**config.mk**
```make
export PLATFORM = sky130hd
export DESIGN_NAME = trace_trigger_and_capture_fifo
export DESIGN_NICKNAME = d
export VERILOG_FILES = /design/src/pkg/trace_pkg.sv /design/src/rtl/trace_capture_fifo.sv /design/src/rtl/trace_trigger_and_capture_fifo.sv /design/src/rtl/trace_trigger_eval.sv
export SDC_FILE = /design/constraint.sdc
export NUM_CORES = 1
export LEC_CHECK = 0
export ABC_CLOCK_PERIOD_IN_PS = 6300
export BUFFER_PORTS_ARGS = -buffer_cell sky130_fd_sc_hd__buf_2
export CORE_UTILIZATION = 45
export CTS_CLUSTER_DIAMETER = 50
export DETAILED_ROUTE_END_ITERATION = 8
export PLACE_DENSITY = 0.71
export SLEW_MARGIN = 20
export SYNTH_ARGS = -nofsm -noshare
export SYNTH_HDL_FRONTEND = slang
export SYNTH_HIERARCHICAL = 1
export SYNTH_SLANG_ARGS = --single-unit
export TNS_END_PERCENT = 50
```
**constraint.sdc**
```tcl
create_clock -name clk -period 6.3 [get_ports clk]
set_clock_uncertainty 0.2 [all_clocks]
set_input_delay 0.63 -clock clk [delete_from_list [all_inputs] [get_ports clk]]
set_output_delay 0.63 -clock clk [all_outputs]
set_load 0.02 [all_outputs]
```
**src/pkg/trace_pkg.sv**
```systemverilog
/*
 trace_pkg: register offsets, field positions, reset values, trigger modes
 and bus carriers for the trace trigger and capture block.
 assumes an AXI4-Lite master with 32-bit data and a 16-bit cpu address bus.
*/
package trace_pkg;
   localparam logic [7:0] control_off = 8'h00;
   localparam logic [7:0] trigger_off = 8'h04;
   localparam logic [7:0] status_off = 8'h08;
   localparam logic [7:0] count_off = 8'h0c;
   localparam logic [7:0] fifo_high_off = 8'h10;
   localparam logic [7:0] fifo_low_off = 8'h14;
   localparam logic [7:0] match_a_off = 8'h18;
   localparam logic [7:0] match_b_off = 8'h1c;
   // control bits
   localparam int ctl_enable_pos = 7;
   localparam int ctl_arm_pos = 6;
   localparam int ctl_tag_pos = 5;
   localparam int ctl_brk_pos = 4;
   // trigger bits
   localparam int trg_qualify_pos = 7;
   localparam int trg_begin_pos = 6;
   localparam logic [7:0] control_reset = 8'h00;
   localparam logic [7:0] trigger_reset = 8'h00;
   localparam int fifo_depth = 8;
   localparam logic [1:0] okay = 2'b00;
   localparam logic [1:0] slverr = 2'b10;

   typedef enum logic [3:0] {
      mode_a_only = 4'h0,
      mode_a_or_b = 4'h1,
      mode_a_and_b = 4'h2,
      mode_a_and_not_b = 4'h3,
      mode_event_b = 4'h4,
      mode_a_then_event_b = 4'h5,
      mode_a_then_b = 4'h6,
      mode_inside = 4'h7,
      mode_outside = 4'h8
   } trig_mode_e;

   typedef struct packed {
      logic [15:0] addr;
      logic [7:0] data;
      logic cof_dest;
      logic cof_branch;
      logic opcode_fetch;
   } cpu_bus_s;

   typedef struct packed {
      logic hit_a;
      logic hit_b;
      logic trigger;
      logic brk_source;
   } trig_out_s;
endpackage : trace_pkg

```
**src/rtl/trace_capture_fifo.sv**
```systemverilog
/*
 trace_capture_fifo: eight-entry shift fifo for captured words.
 assumes push and pop qualified by the controller; push while full drops oldest.
*/
`timescale 1ns/1ps
module trace_capture_fifo #(
   parameter int depth = 8,
   parameter int width = 16
) (
   input wire logic clk,
   input wire logic rst,
   input wire logic push,
   input wire logic [width-1:0] push_data,
   input wire logic pop,
   input wire logic clear,
   output logic [width-1:0] oldest,
   output logic full
);
   logic [width-1:0] mem_reg [depth];
   logic [$clog2(depth+1)-1:0] fill_reg;
   wire at_full = fill_reg == ($clog2(depth+1))'(depth);
   // a pop on an empty fifo is ignored so a push still lands
   wire take = pop && fill_reg != '0;

   // oldest entry sits in mem_reg[0]
   always_ff @(posedge clk or posedge rst) begin
      if (rst) begin
         fill_reg <= '0;
      end else if (clear) begin
         fill_reg <= '0;
      end else if (push && !take && !at_full) begin
         fill_reg <= fill_reg + 1'b1;
      end else if (take && !push) begin
         fill_reg <= fill_reg - 1'b1;
      end
   end

   genvar i;
   generate
      for (i = 0; i < depth; i = i + 1) begin : g_slot
         wire shift = take || (push && at_full);
         wire [$clog2(depth+1)-1:0] idx = ($clog2(depth+1))'(i);
         wire [$clog2(depth+1)-1:0] tgt = shift ? fill_reg - 1'b1 : fill_reg;
         logic [width-1:0] nxt;
         always_comb begin
            nxt = mem_reg[i];
            if (shift) nxt = (i < depth-1) ? mem_reg[(i+1) % depth] : '0;
            if (push && idx == tgt) nxt = push_data;
         end
         always_ff @(posedge clk or posedge rst) begin
            if (rst) mem_reg[i] <= '0;
            else mem_reg[i] <= nxt;
         end
      end
   endgenerate

   assign oldest = mem_reg[0];
   assign full = at_full;
endmodule : trace_capture_fifo

```
**src/rtl/trace_trigger_and_capture_fifo.sv**
```systemverilog
/*
 trace_trigger_and_capture_fifo: arm logic, trigger control, break request,
 capture fifo and AXI4-Lite register slave.
 assumes cpu bus inputs synchronous to clk; sys_reset is the mcu reset event,
 distinct from rst (power-on) which initialises everything.
*/
`timescale 1ns/1ps
module trace_trigger_and_capture_fifo (
   input wire logic clk,
   input wire logic rst,
   input wire logic sys_reset,
   input wire trace_pkg::cpu_bus_s cpu,
   output logic break_request,
   output logic break_is_tag,
   input wire logic [7:0] s_axi_awaddr,
   input wire logic s_axi_awvalid,
   output logic s_axi_awready,
   input wire logic [31:0] s_axi_wdata,
   input wire logic [3:0] s_axi_wstrb,
   input wire logic s_axi_wvalid,
   output logic s_axi_wready,
   output logic [1:0] s_axi_bresp,
   output logic s_axi_bvalid,
   input wire logic s_axi_bready,
   input wire logic [7:0] s_axi_araddr,
   input wire logic s_axi_arvalid,
   output logic s_axi_arready,
   output logic [31:0] s_axi_rdata,
   output logic [1:0] s_axi_rresp,
   output logic s_axi_rvalid,
   input wire logic s_axi_rready
);
   logic [7:0] control_reg;
   logic [7:0] trigger_reg;
   logic [15:0] comp_a_reg;
   logic [15:0] comp_b_reg;
   logic armed_status_flag;
   logic comp_a_match_flag;
   logic comp_b_match_flag;
   logic comp_c_match_flag;
   logic a_seen_reg;
   logic triggered_reg;
   logic [3:0] valid_word_count;
   logic [15:0] prev_addr_reg;
   logic aw_held_reg;
   logic w_held_reg;
   logic [7:0] aw_addr_reg;
   logic [31:0] w_data_reg;
   logic [3:0] w_strb_reg;
   logic brk_reg;

   wire module_enable_bit = control_reg[trace_pkg::ctl_enable_pos];
   wire arm_bit = control_reg[trace_pkg::ctl_arm_pos];
   wire tag_bit = control_reg[trace_pkg::ctl_tag_pos];
   wire break_request_enable = control_reg[trace_pkg::ctl_brk_pos];
   wire opcode_qualify_select = trigger_reg[trace_pkg::trg_qualify_pos];
   wire [3:0] mode = trigger_reg[3:0];
   wire event_mode = (mode == 4'(trace_pkg::mode_event_b)) ||
                     (mode == 4'(trace_pkg::mode_a_then_event_b));
   // event modes force a begin run
   wire begin_run = trigger_reg[trace_pkg::trg_begin_pos] || event_mode;
   wire armed = module_enable_bit && arm_bit;

   // axi write path: address and data taken in either order
   wire wr_go = aw_held_reg && w_held_reg && !s_axi_bvalid;
   wire wr_control = wr_go && aw_addr_reg == trace_pkg::control_off && w_strb_reg[0];
   wire wr_trigger = wr_go && aw_addr_reg == trace_pkg::trigger_off && w_strb_reg[0];
   wire wr_comp_a = wr_go && aw_addr_reg == trace_pkg::match_a_off;
   wire wr_comp_b = wr_go && aw_addr_reg == trace_pkg::match_b_off;
   wire wr_known = wr_control || wr_trigger || wr_comp_a || wr_comp_b ||
                   (aw_addr_reg == trace_pkg::status_off) ||
                   (aw_addr_reg == trace_pkg::count_off) ||
                   (aw_addr_reg == trace_pkg::fifo_high_off) ||
                   (aw_addr_reg == trace_pkg::fifo_low_off);
   wire s_axi_wdata_arm_rise = w_data_reg[trace_pkg::ctl_arm_pos] &&
                               w_data_reg[trace_pkg::ctl_enable_pos];
   wire arm_write = wr_control && s_axi_wdata_arm_rise;

   // axi read path
   wire rd_take = s_axi_arvalid && !s_axi_rvalid;
   wire rd_low = rd_take && s_axi_araddr == trace_pkg::fifo_low_off;

   // trigger evaluation
   trace_pkg::trig_out_s hit;
   trace_trigger_eval u_eval (
      .mode(mode),
      .a_seen(a_seen_reg),
      .comp_a(comp_a_reg),
      .comp_b(comp_b_reg),
      .bus(cpu),
      .result(hit)
   );

   wire trig_now = armed && hit.trigger &&
                   (!opcode_qualify_select || cpu.opcode_fetch);
   wire cof_any = cpu.cof_dest || cpu.cof_branch;
   // destination stores current address, branch stores previous minus two
   wire [15:0] cof_addr = cpu.cof_dest ? cpu.addr : prev_addr_reg - 16'h0002;
   wire [15:0] event_word = {8'h00, cpu.data};
   wire full;
   wire [15:0] oldest;

   // end run: capture until trigger, the trigger cof itself included
   wire end_store = armed && !begin_run && !event_mode && cof_any;
   // begin run: nothing before trigger, then until eight words
   wire begin_store = armed && begin_run && (triggered_reg || trig_now) && !full &&
                      (event_mode ? hit.hit_b : cof_any);
   wire profile_store = !armed && module_enable_bit && rd_low;
   wire push = end_store || begin_store || profile_store;
   wire [15:0] push_word = profile_store ? cpu.addr : (event_mode ? event_word : cof_addr);
   // pop only when not armed; armed reads leave the fifo alone
   wire pop = rd_low && !armed;
   wire end_disarm = armed && !begin_run && trig_now;
   wire begin_disarm = armed && begin_run && full;
   wire end_run_reset = sys_reset && module_enable_bit && !begin_run;

   trace_capture_fifo #(
      .depth(trace_pkg::fifo_depth),
      .width(16)
   ) u_fifo (
      .clk(clk),
      .rst(rst),
      .push(push),
      .push_data(push_word),
      .pop(pop),
      .clear(arm_write),
      .oldest(oldest),
      .full(full)
   );

   // control and trigger registers
   always_ff @(posedge clk or posedge rst) begin
      if (rst) begin
         control_reg <= trace_pkg::control_reset;
         trigger_reg <= trace_pkg::trigger_reset;
      end else begin
         if (end_run_reset) begin
            control_reg[trace_pkg::ctl_arm_pos] <= 1'b0;
            control_reg[trace_pkg::ctl_brk_pos] <= 1'b0;
         end else if (wr_control) begin
            control_reg <= w_data_reg[7:0];
         end else if (end_disarm || begin_disarm) begin
            control_reg[trace_pkg::ctl_arm_pos] <= 1'b0;
         end
         if (wr_trigger) trigger_reg <= w_data_reg[7:0];
      end
   end

   always_ff @(posedge clk or posedge rst) begin
      if (rst) begin
         comp_a_reg <= '0;
         comp_b_reg <= '0;
      end else begin
         if (wr_comp_a) comp_a_reg <= w_data_reg[15:0];
         if (wr_comp_b) comp_b_reg <= w_data_reg[15:0];
      end
   end

   // armed flag and match flags
   always_ff @(posedge clk or posedge rst) begin
      if (rst) begin
         armed_status_flag <= 1'b0;
         comp_a_match_flag <= 1'b0;
         comp_b_match_flag <= 1'b0;
         comp_c_match_flag <= 1'b0;
         a_seen_reg <= 1'b0;
         triggered_reg <= 1'b0;
      end else if (arm_write) begin
         armed_status_flag <= 1'b1;
         comp_a_match_flag <= 1'b0;
         comp_b_match_flag <= 1'b0;
         comp_c_match_flag <= 1'b0;
         a_seen_reg <= 1'b0;
         triggered_reg <= 1'b0;
      end else begin
         // enable low, arm cleared, end run trigger or begin run full all drop the flag
         if (!armed || end_run_reset || end_disarm || begin_disarm)
            armed_status_flag <= 1'b0;
         if (armed && hit.hit_a) comp_a_match_flag <= 1'b1;
         if (armed && hit.hit_b) comp_b_match_flag <= 1'b1;
         if (armed && hit.hit_a) a_seen_reg <= 1'b1;
         if (trig_now) triggered_reg <= 1'b1;
      end
   end

   // valid word count saturates at fifo depth
   always_ff @(posedge clk or posedge rst) begin
      if (rst) begin
         valid_word_count <= '0;
      end else if (arm_write) begin
         valid_word_count <= '0;
      end else if (push && !profile_store &&
                   valid_word_count != 4'(trace_pkg::fifo_depth)) begin
         valid_word_count <= valid_word_count + 4'h1;
      end
   end

   // break request: end run at trigger, begin run at fifo full
   wire brk_end = armed && !begin_run && (tag_bit ? hit.brk_source : hit.trigger) &&
                  (!opcode_qualify_select || tag_bit || cpu.opcode_fetch);
   always_ff @(posedge clk or posedge rst) begin
      if (rst) begin
         brk_reg <= 1'b0;
         prev_addr_reg <= '0;
      end else begin
         brk_reg <= break_request_enable && (brk_end || begin_disarm);
         prev_addr_reg <= cpu.addr;
      end
   end
   assign break_request = brk_reg;
   assign break_is_tag = tag_bit;

   // axi write channel handshake
   always_ff @(posedge clk or posedge rst) begin
      if (rst) begin
         aw_held_reg <= 1'b0;
         w_held_reg <= 1'b0;
         aw_addr_reg <= '0;
         w_data_reg <= '0;
         w_strb_reg <= '0;
         s_axi_bvalid <= 1'b0;
         s_axi_bresp <= trace_pkg::okay;
      end else begin
         if (s_axi_awvalid && s_axi_awready) begin
            aw_held_reg <= 1'b1;
            aw_addr_reg <= s_axi_awaddr;
         end
         if (s_axi_wvalid && s_axi_wready) begin
            w_held_reg <= 1'b1;
            w_data_reg <= s_axi_wdata;
            w_strb_reg <= s_axi_wstrb;
         end
         if (wr_go) begin
            aw_held_reg <= 1'b0;
            w_held_reg <= 1'b0;
            s_axi_bvalid <= 1'b1;
            s_axi_bresp <= wr_known ? trace_pkg::okay : trace_pkg::slverr;
         end else if (s_axi_bready) begin
            s_axi_bvalid <= 1'b0;
         end
      end
   end
   assign s_axi_awready = !aw_held_reg && !s_axi_bvalid;
   assign s_axi_wready = !w_held_reg && !s_axi_bvalid;

   // read mux; high and low registers show the two bytes of the oldest entry, high zero in event modes
   wire [15:0] fifo_view = event_mode ? {8'h00, oldest[7:0]} : oldest;
   wire [31:0] status_word = {24'h0, armed_status_flag, comp_a_match_flag,
                              comp_b_match_flag, comp_c_match_flag, 4'h0};
   wire rd_known = s_axi_araddr == trace_pkg::control_off ||
                   s_axi_araddr == trace_pkg::trigger_off ||
                   s_axi_araddr == trace_pkg::status_off ||
                   s_axi_araddr == trace_pkg::count_off ||
                   s_axi_araddr == trace_pkg::fifo_high_off ||
                   s_axi_araddr == trace_pkg::fifo_low_off ||
                   s_axi_araddr == trace_pkg::match_a_off ||
                   s_axi_araddr == trace_pkg::match_b_off;
   wire [31:0] rd_word =
      (s_axi_araddr == trace_pkg::control_off) ? {24'h0, control_reg} :
      (s_axi_araddr == trace_pkg::trigger_off) ? {24'h0, trigger_reg} :
      (s_axi_araddr == trace_pkg::status_off) ? status_word :
      (s_axi_araddr == trace_pkg::count_off) ? {28'h0, valid_word_count} :
      (s_axi_araddr == trace_pkg::fifo_high_off) ? {24'h0, fifo_view[15:8]} :
      (s_axi_araddr == trace_pkg::fifo_low_off) ? {24'h0, fifo_view[7:0]} :
      (s_axi_araddr == trace_pkg::match_a_off) ? {16'h0, comp_a_reg} :
      (s_axi_araddr == trace_pkg::match_b_off) ? {16'h0, comp_b_reg} : 32'h0;

   always_ff @(posedge clk or posedge rst) begin
      if (rst) begin
         s_axi_rvalid <= 1'b0;
         s_axi_rdata <= '0;
         s_axi_rresp <= trace_pkg::okay;
      end else if (rd_take) begin
         s_axi_rvalid <= 1'b1;
         s_axi_rdata <= rd_word;
         s_axi_rresp <= rd_known ? trace_pkg::okay : trace_pkg::slverr;
      end else if (s_axi_rready) begin
         s_axi_rvalid <= 1'b0;
      end
   end
   assign s_axi_arready = !s_axi_rvalid;
endmodule : trace_trigger_and_capture_fifo

```
**src/rtl/trace_trigger_eval.sv**
```systemverilog
/*
 trace_trigger_eval: combinational trigger mode evaluation.
 assumes comparator values held stable by the register file.
*/
`timescale 1ns/1ps
module trace_trigger_eval (
   input wire logic [3:0] mode,
   input wire logic a_seen,
   input wire logic [15:0] comp_a,
   input wire logic [15:0] comp_b,
   input wire trace_pkg::cpu_bus_s bus,
   output trace_pkg::trig_out_s result
);
   wire eq_a = bus.addr == comp_a;
   wire eq_b_addr = bus.addr == comp_b;
   wire eq_b_data = bus.data == comp_b[7:0];
   wire ge_a = bus.addr >= comp_a;
   wire le_b = bus.addr <= comp_b;
   logic ha;
   logic hb;
   logic brk_a_only;

   always_comb begin
      ha = 1'b0;
      hb = 1'b0;
      brk_a_only = 1'b0;
      case (mode)
         4'(trace_pkg::mode_a_only): ha = eq_a;
         4'(trace_pkg::mode_a_or_b): begin
            ha = eq_a;
            hb = eq_b_addr;
         end
         4'(trace_pkg::mode_a_then_b): begin
            ha = eq_a && !a_seen;
            hb = a_seen && eq_b_addr;
         end
         4'(trace_pkg::mode_event_b): hb = eq_b_addr;
         4'(trace_pkg::mode_a_then_event_b): begin
            ha = eq_a && !a_seen;
            hb = a_seen && eq_b_addr;
         end
         4'(trace_pkg::mode_a_and_b): begin
            ha = eq_a && eq_b_data;
            hb = ha;
            brk_a_only = eq_a;
         end
         4'(trace_pkg::mode_a_and_not_b): begin
            ha = eq_a && !eq_b_data;
            hb = ha;
            brk_a_only = eq_a;
         end
         4'(trace_pkg::mode_inside): begin
            ha = ge_a && le_b;
            hb = ha;
         end
         4'(trace_pkg::mode_outside): begin
            ha = !ge_a;
            hb = !le_b;
         end
         default: ;
      endcase
   end

   wire full_mode = (mode == 4'(trace_pkg::mode_a_and_b)) ||
                    (mode == 4'(trace_pkg::mode_a_and_not_b));
   wire is_then = (mode == 4'(trace_pkg::mode_a_then_b)) ||
                  (mode == 4'(trace_pkg::mode_a_then_event_b));

   assign result.hit_a = ha;
   assign result.hit_b = hb;
   assign result.trigger = is_then ? hb : (ha || hb);
   assign result.brk_source = full_mode ? brk_a_only : (is_then ? hb : (ha || hb));
endmodule : trace_trigger_eval

```
==> results of run 1 <==
[power by group through the flow]
stage	clock (W)	combinational, W	sequential [W]
6_report	0.00174	0.000737	0.00202
5_1_grt	0.00185	0.000823	0.00205
4_1_cts	0.00177	0.000737	0.00202
3_5_place_dp	0	0.000732	0.00204
3_3_place_gp	0	0.000707	0.00204
2_1_floorplan	0	0.000566	0.00197
[worst register-to-register path, cell delays in order, from the launching register on]
cell and delay (ns):
dfrtp_1 0.36, inv_1 0.05, ha_1 0.32, nand4_1 0.14, or4_1 0.62, nor4_1 0.37
a211oi_1 0.18, o31ai_1 0.29, mux2i_1 0.15, nand3_1 0.20, nand2b_1 0.09, o211ai_1 0.16
a22oi_1 0.14, nand2_1 0.09, buf_4 0.20, or2_1 0.13, a31oi_1 0.10, a31o_2 0.28
nor3_4 0.76, buf_4 0.32, mux2i_1 0.21
[stage by stage]
stage	worst slack, ns	hold slack [ns]	cells
floorplan	1.410	0.2628	1202
global route	0.5019	0.02961	1662
finish	0.8494	0.04286	1662
global placement	0.6062	0.2648	1606
detailed placement	0.4313	0.2662	1606
CTS	0.7927	0.03034	1661
[synthesized netlist by cell type (all sizes together), types with 3 or more instances]
cell	n
dfrtp	252
nor2	35
inv	67
a211oi	4
a221oi	3
o211ai	6
a22oi	4
nor3	16
xnor2	8
a2bb2oi	7
nand2b	13
and2	3
or3	4
clkbuf	18
nand2	74
xor2	17
buf	75
o2bb2ai	8
a31oi	7
nor4	10
mux2	73
nand4	10
nor3b	5
and4	8
o31ai	6
and3	8
nand3	16
nor2b	11
ha	37
a22o	3
o22ai	11
or2	3
mux2i	265
or4	4
nand3b	3
a21oi	37
o21ai	26
o21a	4
[metal layers]
metal	up-vias	wire length, um	share of wire	GRT usage
met5	-	0	0	0
met4	0	818	0.027	0.06449
met3	61	1841	0.060	0.03398
met2	274	14050	0.46	0.3241
met1	4630	14080	0.46	0.2907
li1	4318	-	-	-
[how the worst min path moves through the flow]
stage / end / cells after the start / start / slack, ns
final: prev_addr_reg[12]$_DFF_PP0_ / 1 / cpu[23] / 0.04
after global routing: prev_addr_reg[12]$_DFF_PP0_ / 1 / cpu[23] / 0.03
after CTS: prev_addr_reg[12]$_DFF_PP0_ / 1 / cpu[23] / 0.03
after detailed placement: s_axi_rdata[4]$_DFFE_PP0P_ / 2 / s_axi_rdata[4]$_DFFE_PP0P_ / 0.27
after global placement: s_axi_rdata[14]$_DFFE_PP0P_ / 2 / s_axi_rdata[14]$_DFFE_PP0P_ / 0.26
after floorplan: comp_b_match_flag$_DFFE_PP0P_ / 2 / comp_b_match_flag$_DFFE_PP0P_ / 0.26
[area by class of cell]
class | instances | area (um^2)
Tap cell | 390 | 488.0
Timing Repair Buffer | 108 | 600.6
Inverter | 68 | 262.8
Clock inverter | 14 | 147.6
Multi-Input combinational cell | 789 | 6514
Clock buffer | 41 | 863.3
Fill cell | 2627 | 14460
Sequential cell | 252 | 6306
[cells by family (layout without fill, tap and decap cells)]
group                      Yosys count  after routing  share of synthesized area
muxes                              338            338                     0.2612
DFF                                252            252                     0.4640
and+or+nand+nor                    226            226                    0.09115
buffers and inverters              161            231                    0.06132
AOI/OAI and AO/OA                  145            145                    0.07182
adders and majority gates           37             37                    0.03407
xor gates and xnor gates            25             25                    0.01611
other                                1             18                  0.0002760
==> flow_summary_export.csv, run 1 <==
group,metric,value,unit
outcome,status,"completed",
pwr,p_sw_frac,0.2905,
sta,setup_viol,0,
setup_path,path_delay_family,"simple AND/OR/NAND/NOR gates",
grt,grt_max_degree,129,
grt,gr-usage-all-layers,0.2063,
setup_path,crit_slowest_cell,"nor3_4",
logic_synthesis,yosysWarnings,6,
cells_and_area,diodes,0,
cells_and_area,layout.nets,1374,
cts,clk_pin_slew,0.06,ns
pwr,p_int,0.003189,W
cells_and_area,final_cell_area,15180,um^2
logic_synthesis,synth.distinct_cells,71,
setup_path,cp-start-kind,"register",
worst_hold_path,worst_hold_path_type,"in -> reg",
cells_and_area,drive_above_1_share,0.1989,
setup_path,timing.rr.end,"u_fifo/mem_reg[12]$_DFFE_PP0P_",
cts,cts_tree,"built",
logic_synthesis,ys_ff_latch,252,
logic_synthesis,yosysSeqAreaShare,0.4640,
setup_path,cp-endpoint,"u_fifo/mem_reg[12]$_DFFE_PP0P_",
placement,place.gp.congestion,0.8777,
logic_synthesis,synth_top_area_share,0.4640,
setup_path,crit_path_start,"comp_a_reg[15]$_DFFE_PP0P_",
setup_path,crit_required,6.57,ns
floorplan,rows,63,
logic_synthesis,syn_avg_cell_area,11.47,um^2
sta,fmax,183.5,MHz
logic_synthesis,syn-instance-count,1185,
cts,postCtsHoldBufs,0,
sta,setup_tns,0,ns
grt,first_global_vias,9497,
sta,hold_violations,0,
route,drt_pre_antenna_iters,6,
setup_path,worst-r2r-setup-slack,0.85,ns
cells_and_area,final_util,0.5122,
sta,grt_setup_unrepaired,"false",
logic_synthesis,ys_top_cells_by_area,"dfrtp_1 (46%), mux2i_1 (20%), mux2_2 (4.4%), ha_1 (3.4%), mux2_4 (2.2%)",
sta,slew_viol_final,0,
floorplan,dieArea,30900,um^2
grt,overflow,0,
placement,hpwl,21500,um
grt,antenna_found_initial,1,
route,drt-initial-drc-count,656,
route,via_count,9283,
pwr,p_clk_frac,0.386,
logic_synthesis,synth-edff-count,0,
pwr,peakVddDrop,357.2,uV
route,wl,30780,um
cts,h-tree-depth,1,
setup_path,crit_chain,"inv_1, ha_1, nand4_1, or4_1, nor4_1, a211oi_1, o31ai_1, mux2i_1, nand3_1, nand2b_1, o211ai_1, a22oi_1, nand2_1, buf_4, or2_1, a31oi_1, a31o_2, nor3_4, buf_4, mux2i_1",
cells_and_area,layout_commonest_cell,"mux2i_1",
floorplan,die_y,175.8,um
pwr,p_per_area,296.1,nW/um^2
setup_path,critPathMaxFanout,12,
route,drt-wirelength-per-cell,18.52,um
logic_synthesis,synth_area_leader_cell,"dfrtp_1",
logic_synthesis,synthArstFlopShare,1.000,
pwr,p_total,0.004495,W
logic_synthesis,synth_area,13590,um^2
route,drc,0,
route,vias_per_cell,5.585,
cells_and_area,area_growth,11.72,%
setup_path,critPathArrivalTime,5.72,ns
placement,port_buffers,92,
cts,cts_sinks,252,
cells_and_area,final_cell_mix,"mux2i_1 (265), dfrtp_1 (252), buf_2 (92)",
cts,postCtsSetupRepairBufs,0,
setup_path,slowest_delay,0.76,ns
setup_path,crit_buf_inv,3,
cts,cts_made_buffers,31,
setup_path,r2r_cells,20,
floorplan,coreArea,29640,um^2
placement,place_area,14150,um^2
route,ant_nets,0,
grt,grt_pass1_wl,50970,um
floorplan,initial_core_util,0.4585,
cts,root_buffer,"clkbuf_16",
sta,period_share,0.8652,
cts,clk_latency,0.56,ns
floorplan,io_pins,130,
pwr,combPwrFrac,0.164,
sta,tightest_slew,0.9454,ns
sta,period_minus_slack,5.451,ns
setup_path,worstReg2RegStart,"comp_a_reg[15]$_DFFE_PP0P_",
floorplan,die_w,175.8,um
pwr,power_frac_seq,0.450,
cells_and_area,largest_register_ffs,112,
job,drv_cap,0,
logic_synthesis,synth-main-ff-cell,"dfrtp_1",
setup_path,path_depth,20,
setup_path,crit_path_end_kind,"register",
cts,max-clock-path-buffers,3,
pwr,p_sw,0.001306,W
sta,slew_headroom,0.3609,
cts,ctsResizeCount,0,
pwr,p_leak,7.604,nW
setup_path,crit_type,"reg -> reg",
No activity file was read; power rests on OpenSTA's default activity.
==> run 2, diff against run 1 <==
- CTS_BUF_LIST: default -> sky130_fd_sc_hd__clkbuf_8 sky130_fd_sc_hd__clkbuf_16
==> run 2 against run 1 <==
  * Critical path depth did not move
  * Combinational power barely moved
  * Design area did not move
  * Non-clock buffer count did not move
  * Sequential power barely moved
  * Global-route usage did not move
  * Critical endpoint unchanged
  * Largest power group unchanged
  * Highest routed layer unchanged
==> flow_summary_export.csv, run 2 (synthesized netlist as in run 1, its figures left out) <==
group,metric,value,unit
placement,place_area,14150,um^2
cells_and_area,largest_register_ffs,112,
floorplan,rows,63,
cells_and_area,nFillCells,2627,
grt,antenna_found_initial,1,
worst_hold_path,worst_hold_path_type,"in -> reg",
route,ant_nets,0,
cells_and_area,drive_above_1_share,0.1989,
route,drc,0,
setup_path,crit_buf_inv,3,
setup_path,crit_slowest_cell,"nor3_4",
cts,postCtsHoldBufs,0,
cts,postCtsSetupRepairBufs,0,
cells_and_area,final_cell_area,15180,um^2
cells_and_area,final_util,0.5122,
route,drt-initial-drc-count,658,
grt,grt_max_degree,129,
setup_path,cp-start-kind,"register",
floorplan,io_pins,130,
route,drt-wirelength-per-cell,18.53,um
sta,period_minus_slack,5.463,ns
setup_path,crit_required,6.57,ns
grt,gr-usage-all-layers,0.2063,
cts,cts_sinks,252,
cts,clk_pin_slew,0.06,ns
placement,place.gp.congestion,0.8777,
sta,setup_tns,0,ns
pwr,p_leak,7.625,nW
setup_path,crit_path_end_kind,"register",
placement,hpwl,21500,um
pwr,p_per_area,295.6,nW/um^2
sta,fmax,183.0,MHz
cells_and_area,layout_commonest_cell,"mux2i_1",
setup_path,crit_type,"reg -> reg",
cts,cts_made_buffers,31,
cells_and_area,layout.nets,1374,
setup_path,r2r_cells,20,
route,vias_per_cell,5.581,
route,via_count,9276,
sta,setup_viol,0,
job,drv_cap,0,
route,drt_pre_antenna_iters,6,
sta,tightest_slew,0.9454,ns
sta,slew_headroom,0.3609,
worst_hold_path,hp-start,"cpu[23]",
floorplan,initial_core_util,0.4585,
route,wl,30800,um
setup_path,critPathMaxFanout,12,
cts,clk_latency,0.56,ns
cells_and_area,diodes,0,
setup_path,worst-r2r-setup-slack,0.84,ns
floorplan,die_y,175.8,um
setup_path,slowest_delay,0.77,ns
placement,port_buffers,92,
cts,max-clock-path-buffers,3,
floorplan,die_w,175.8,um
setup_path,path_depth,20,
worst_hold_path,whs_path_depth,1,
floorplan,coreArea,29640,um^2
sta,grt_setup_unrepaired,"false",
cts,root_buffer,"clkbuf_16",
cts,cts_tree,"built",
sta,period_share,0.8672,
grt,first_global_vias,9497,
cells_and_area,register_area,6306,um^2
grt,grt_pass1_wl,50970,um
setup_path,critPathArrivalTime,5.73,ns
cts,ctsResizeCount,0,
floorplan,dieArea,30900,um^2
worst_hold_path,whs_endpoint,"prev_addr_reg[12]$_DFF_PP0_",
setup_path,crit_chain,"inv_1, ha_1, nand4_1, or4_1, nor4_1, a211oi_1, o31ai_1, mux2i_1, nand3_1, nand2b_1, o211ai_1, a22oi_1, nand2_1, buf_4, or2_1, a31oi_1, a31o_2, nor3_4, buf_4, mux2i_1",
setup_path,path_delay_family,"simple AND/OR/NAND/NOR gates",
outcome,status,"completed",
grt,overflow,0,
setup_path,worstReg2RegStart,"comp_a_reg[15]$_DFFE_PP0P_",
sta,slew_viol_final,0,
setup_path,timing.rr.end,"u_fifo/mem_reg[12]$_DFFE_PP0P_",
cells_and_area,area_growth,11.72,%
pwr,peakVddDrop,357.2,uV
cells_and_area,final_cell_mix,"mux2i_1 (265), dfrtp_1 (252), buf_2 (92)",
sta,hold_violations,0,
cts,h-tree-depth,1,
cells_and_area,multi_input_area,6514,um^2
==> run 2: cell types whose count changed in the layout (fill, tap and decap cells not counted), sizes merged <==
cell    change
clkbuf      -5
inv         +5
==> run 2: final cells by class <==
cell class                      count  share of cell area
Timing Repair Buffer              108             0.03956
Tap cell                          390             0.03214
Inverter                           68             0.01731
Multi-Input combinational cell    789              0.4290
Sequential cell                   252              0.4154
Clock buffer                       36             0.05563
Clock inverter                     19             0.01096
==> run 2: layer usage <==
metal,routed length [um],GRT usage,share of wire
met5,0,0,0
met4,818,0.06449,0.027
met3,1814,0.03398,0.059
met2,14050,0.3241,0.46
met1,14120,0.2907,0.46
==> run 2: worst max-delay path by stage <==
stage                                          start                        endpoint  slack (ns)
after detailed placement                     cpu[11]  u_fifo/mem_reg[72]$_DFFE_PP0P_        0.43
after floorplan                              cpu[26]  u_fifo/mem_reg[16]$_DFFE_PP0P_        1.41
after global routing      comp_a_reg[15]$_DFFE_PP0P_  u_fifo/mem_reg[15]$_DFFE_PP0P_        0.50
after global placement                       cpu[11]  u_fifo/mem_reg[73]$_DFFE_PP0P_        0.61
final                     comp_a_reg[15]$_DFFE_PP0P_  u_fifo/mem_reg[12]$_DFFE_PP0P_        0.84
after CTS                 comp_a_reg[14]$_DFFE_PP0P_  u_fifo/mem_reg[72]$_DFFE_PP0P_        0.79
==> run 2: power by group <==
| group | internal (W) | total [W] | switching [W] |
|---|---|---|---|
| logic | 0.000341 | 0.000737 | 0.000396 |
| registers | 0.00180 | 0.00202 | 0.000221 |
| clock network | 0.00104 | 0.00173 | 0.000690 |
| total | 0.00318 | 0.00449 | 0.00131 |
==> run 2: per-stage QoR <==
stage                     worst slack (ns)  hold WS (ns)  cells  power, W
after CTS                           0.7929       0.03034   1661  0.004520
after global routing                0.5019       0.02961   1662  0.004707
final                               0.8367       0.04287   1662  0.004487
after detailed placement            0.4313        0.2662   1606  0.002777
after global placement              0.6062        0.2648   1606  0.002745
after floorplan                      1.410        0.2628   1202  0.002540
==> run 3, diff against run 2 <==
- BUFFER_PORTS_ARGS: -buffer_cell sky130_fd_sc_hd__buf_2 -> -buffer_cell sky130_fd_sc_hd__clkbuf_2
- CORE_UTILIZATION: 45 -> 50
- PLACE_DENSITY: 0.71 -> default
- PLACE_DENSITY_LB_ADDON: default -> 0.05
==> run 3 against run 2 <==
  * Sequential share of layout area fell by 0.18 points
  * Total power is 2.3% higher
  * Hold slack lost 0.046 ns
  * The run now ends with hold timing left
  * Cell count shrank 3.2%
==> flow_summary_export.csv, run 3 (synthesized netlist as in run 1, its figures left out) <==
group,metric,value,unit
floorplan,initial_core_util,0.5156,
cts,max-clock-path-buffers,3,
cts,cts_tree,"built",
sta,fmax,174.2,MHz
cells_and_area,nFillCells,2318,
cells_and_area,area_growth,12.21,%
route,drc,0,
sta,slew_viol_final,0,
sta,hold_violations,1,
cts,h-tree-depth,1,
sta,tightest_slew,0.9138,ns
setup_path,critPathMaxFanout,110,
pwr,peakVddDrop,297.7,uV
cts,clk_pin_slew,0.06,ns
placement,place.gp.congestion,0.8710,
sta,hold_ws,-0.003096,ns
cts,root_buffer,"clkbuf_16",
grt,grt_pass1_wl,51290,um
cells_and_area,drive_above_1_share,0.1997,
outcome,status,"finished, violations left",
sta,period_minus_slack,5.742,ns
grt,overflow,0,
cells_and_area,largest_register_ffs,112,
route,via_count,9161,
cts,cts_sinks,252,
sta,period_share,0.9114,
cts,ctsResizeCount,0,
cells_and_area,layout_commonest_cell,"mux2i_1",
route,vias_per_cell,5.694,
outcome,violations,"hold timing",
floorplan,rows,59,
floorplan,coreArea,26350,um^2
floorplan,die_y,166.9,um
route,drt_pre_antenna_iters,6,
route,wl,31430,um
setup_path,crit_path_end_kind,"register",
sta,setup_viol,0,
worst_hold_path,worst_hold_path_type,"in -> async",
placement,port_buffers,92,
route,drt-wirelength-per-cell,19.53,um
grt,antenna_found_initial,3,
placement,hpwl,21950,um
floorplan,io_pins,130,
cells_and_area,final_cell_mix,"mux2i_1 (265), dfrtp_1 (252), clkbuf_2 (92)",
sta,setup_tns,0,ns
route,drt-initial-drc-count,610,
cells_and_area,final_util,0.5786,
cells_and_area,layout.nets,1377,
grt,first_global_vias,9146,
pwr,p_per_area,301.1,nW/um^2
pwr,p_leak,7.670,nW
setup_path,cp-start-kind,"register",
cts,clk_latency,0.55,ns
sta,grt_setup_unrepaired,"false",
floorplan,dieArea,27840,um^2
grt,gr-usage-all-layers,0.2316,
sta,slew_headroom,0.3908,
route,ant_nets,0,
cts,postCtsHoldBufs,0,
cts,cts_made_buffers,31,
setup_path,critPathArrivalTime,5.95,ns
setup_path,crit_type,"reg -> reg",
setup_path,crit_required,6.51,ns
pwr,p_total,0.004592,W
job,drv_cap,0,
cts,postCtsSetupRepairBufs,0,
floorplan,die_w,166.9,um
grt,grt_max_degree,111,
==> run 3: changes by cell type in the layout (fill, tap and decap cells not counted), sizes merged <==
cell and delta:
inv -5, buf -89, diode +2, clkinv +1, bufinv +4, clkbuf +89
==> run 3: where the power goes <==
| group | leakage, nW | internal [W] | switching, W |
|---|---|---|---|
| sequential | 3.35 | 0.00180 | 0.000222 |
| combinational | 3.79 | 0.000341 | 0.000397 |
| clock | 0.536 | 0.00115 | 0.000676 |
==> run 3: final cells by class <==
cell class                      count  area [um^2]  area share
Tap cell                          335        419.2     0.02749
Sequential cell                   252         6306      0.4136
Clock inverter                     19        252.7     0.01657
Inverter                           68        260.3     0.01707
Antenna cell                        2        5.005   0.0003282
Multi-Input combinational cell    789         6520      0.4276
Clock buffer                       33        803.3     0.05268
Timing Repair Buffer              111        681.9     0.04472
==> run 3: final timing paths <==
path | start | to | slack [ns] | depth (start not counted)
max in group asynchronous | rst | u_fifo/mem_reg[21]$_DFFE_PP0P_ | 4.49 | 3
max reg2reg | comp_a_reg[0]$_DFFE_PP0P_ | u_fifo/mem_reg[67]$_DFFE_PP0P_ | 0.56 | 18
min in group clk | cpu[11] | prev_addr_reg[0]$_DFF_PP0_ | 0.05 | 1
min reg2reg | s_axi_rdata[8]$_DFFE_PP0P_ | s_axi_rdata[8]$_DFFE_PP0P_ | 0.29 | 2
min | rst | w_data_reg[13]$_DFFE_PP0P_ | -0.003 | 2
max | comp_a_reg[0]$_DFFE_PP0P_ | u_fifo/mem_reg[67]$_DFFE_PP0P_ | 0.56 | 18
==> run 3: worst max-delay path, stage by stage (launching register included) <==
cell,delay (ns)
dfrtp_1,0.41
ha_1,0.31
nand2b_1,0.15
a2111oi_0,0.44
nor4_1,0.16
a211oi_1,0.74
o31ai_1,0.17
mux2i_1,0.27
nand3_1,0.21
nand2b_1,0.14
o211ai_1,0.09
a22oi_1,0.27
nand2_1,0.15
and3b_1,0.26
o22ai_4,0.15
buf_4,0.36
buf_12,0.58
mux2i_1,0.27
mux2i_1,0.10
==> run 3: metrics by stage <==
stage | hold WS (ns) | instance area (um^2) | worst slack [ns] | std cells
finish | -0.003096 | 15250 | 0.5584 | 1609
global route | 0.02520 | 15240 | 0.2020 | 1607
CTS | 0.01216 | 15240 | 0.6541 | 1607
detailed placement | 0.2787 | 14180 | 0.2512 | 1555
global placement | 0.2675 | 14170 | 0.3269 | 1554
floorplan | 0.2628 | 13650 | 1.410 | 1202
==> run 3: routing by layer <==
layer	global-route usage	share of wire	vias up
li1	-	-	4328
met1	0.3387	0.49	4591
met2	0.3615	0.45	197
met3	0.03731	0.046	43
met4	0.04992	0.020	2
met5	0	0.00035	-
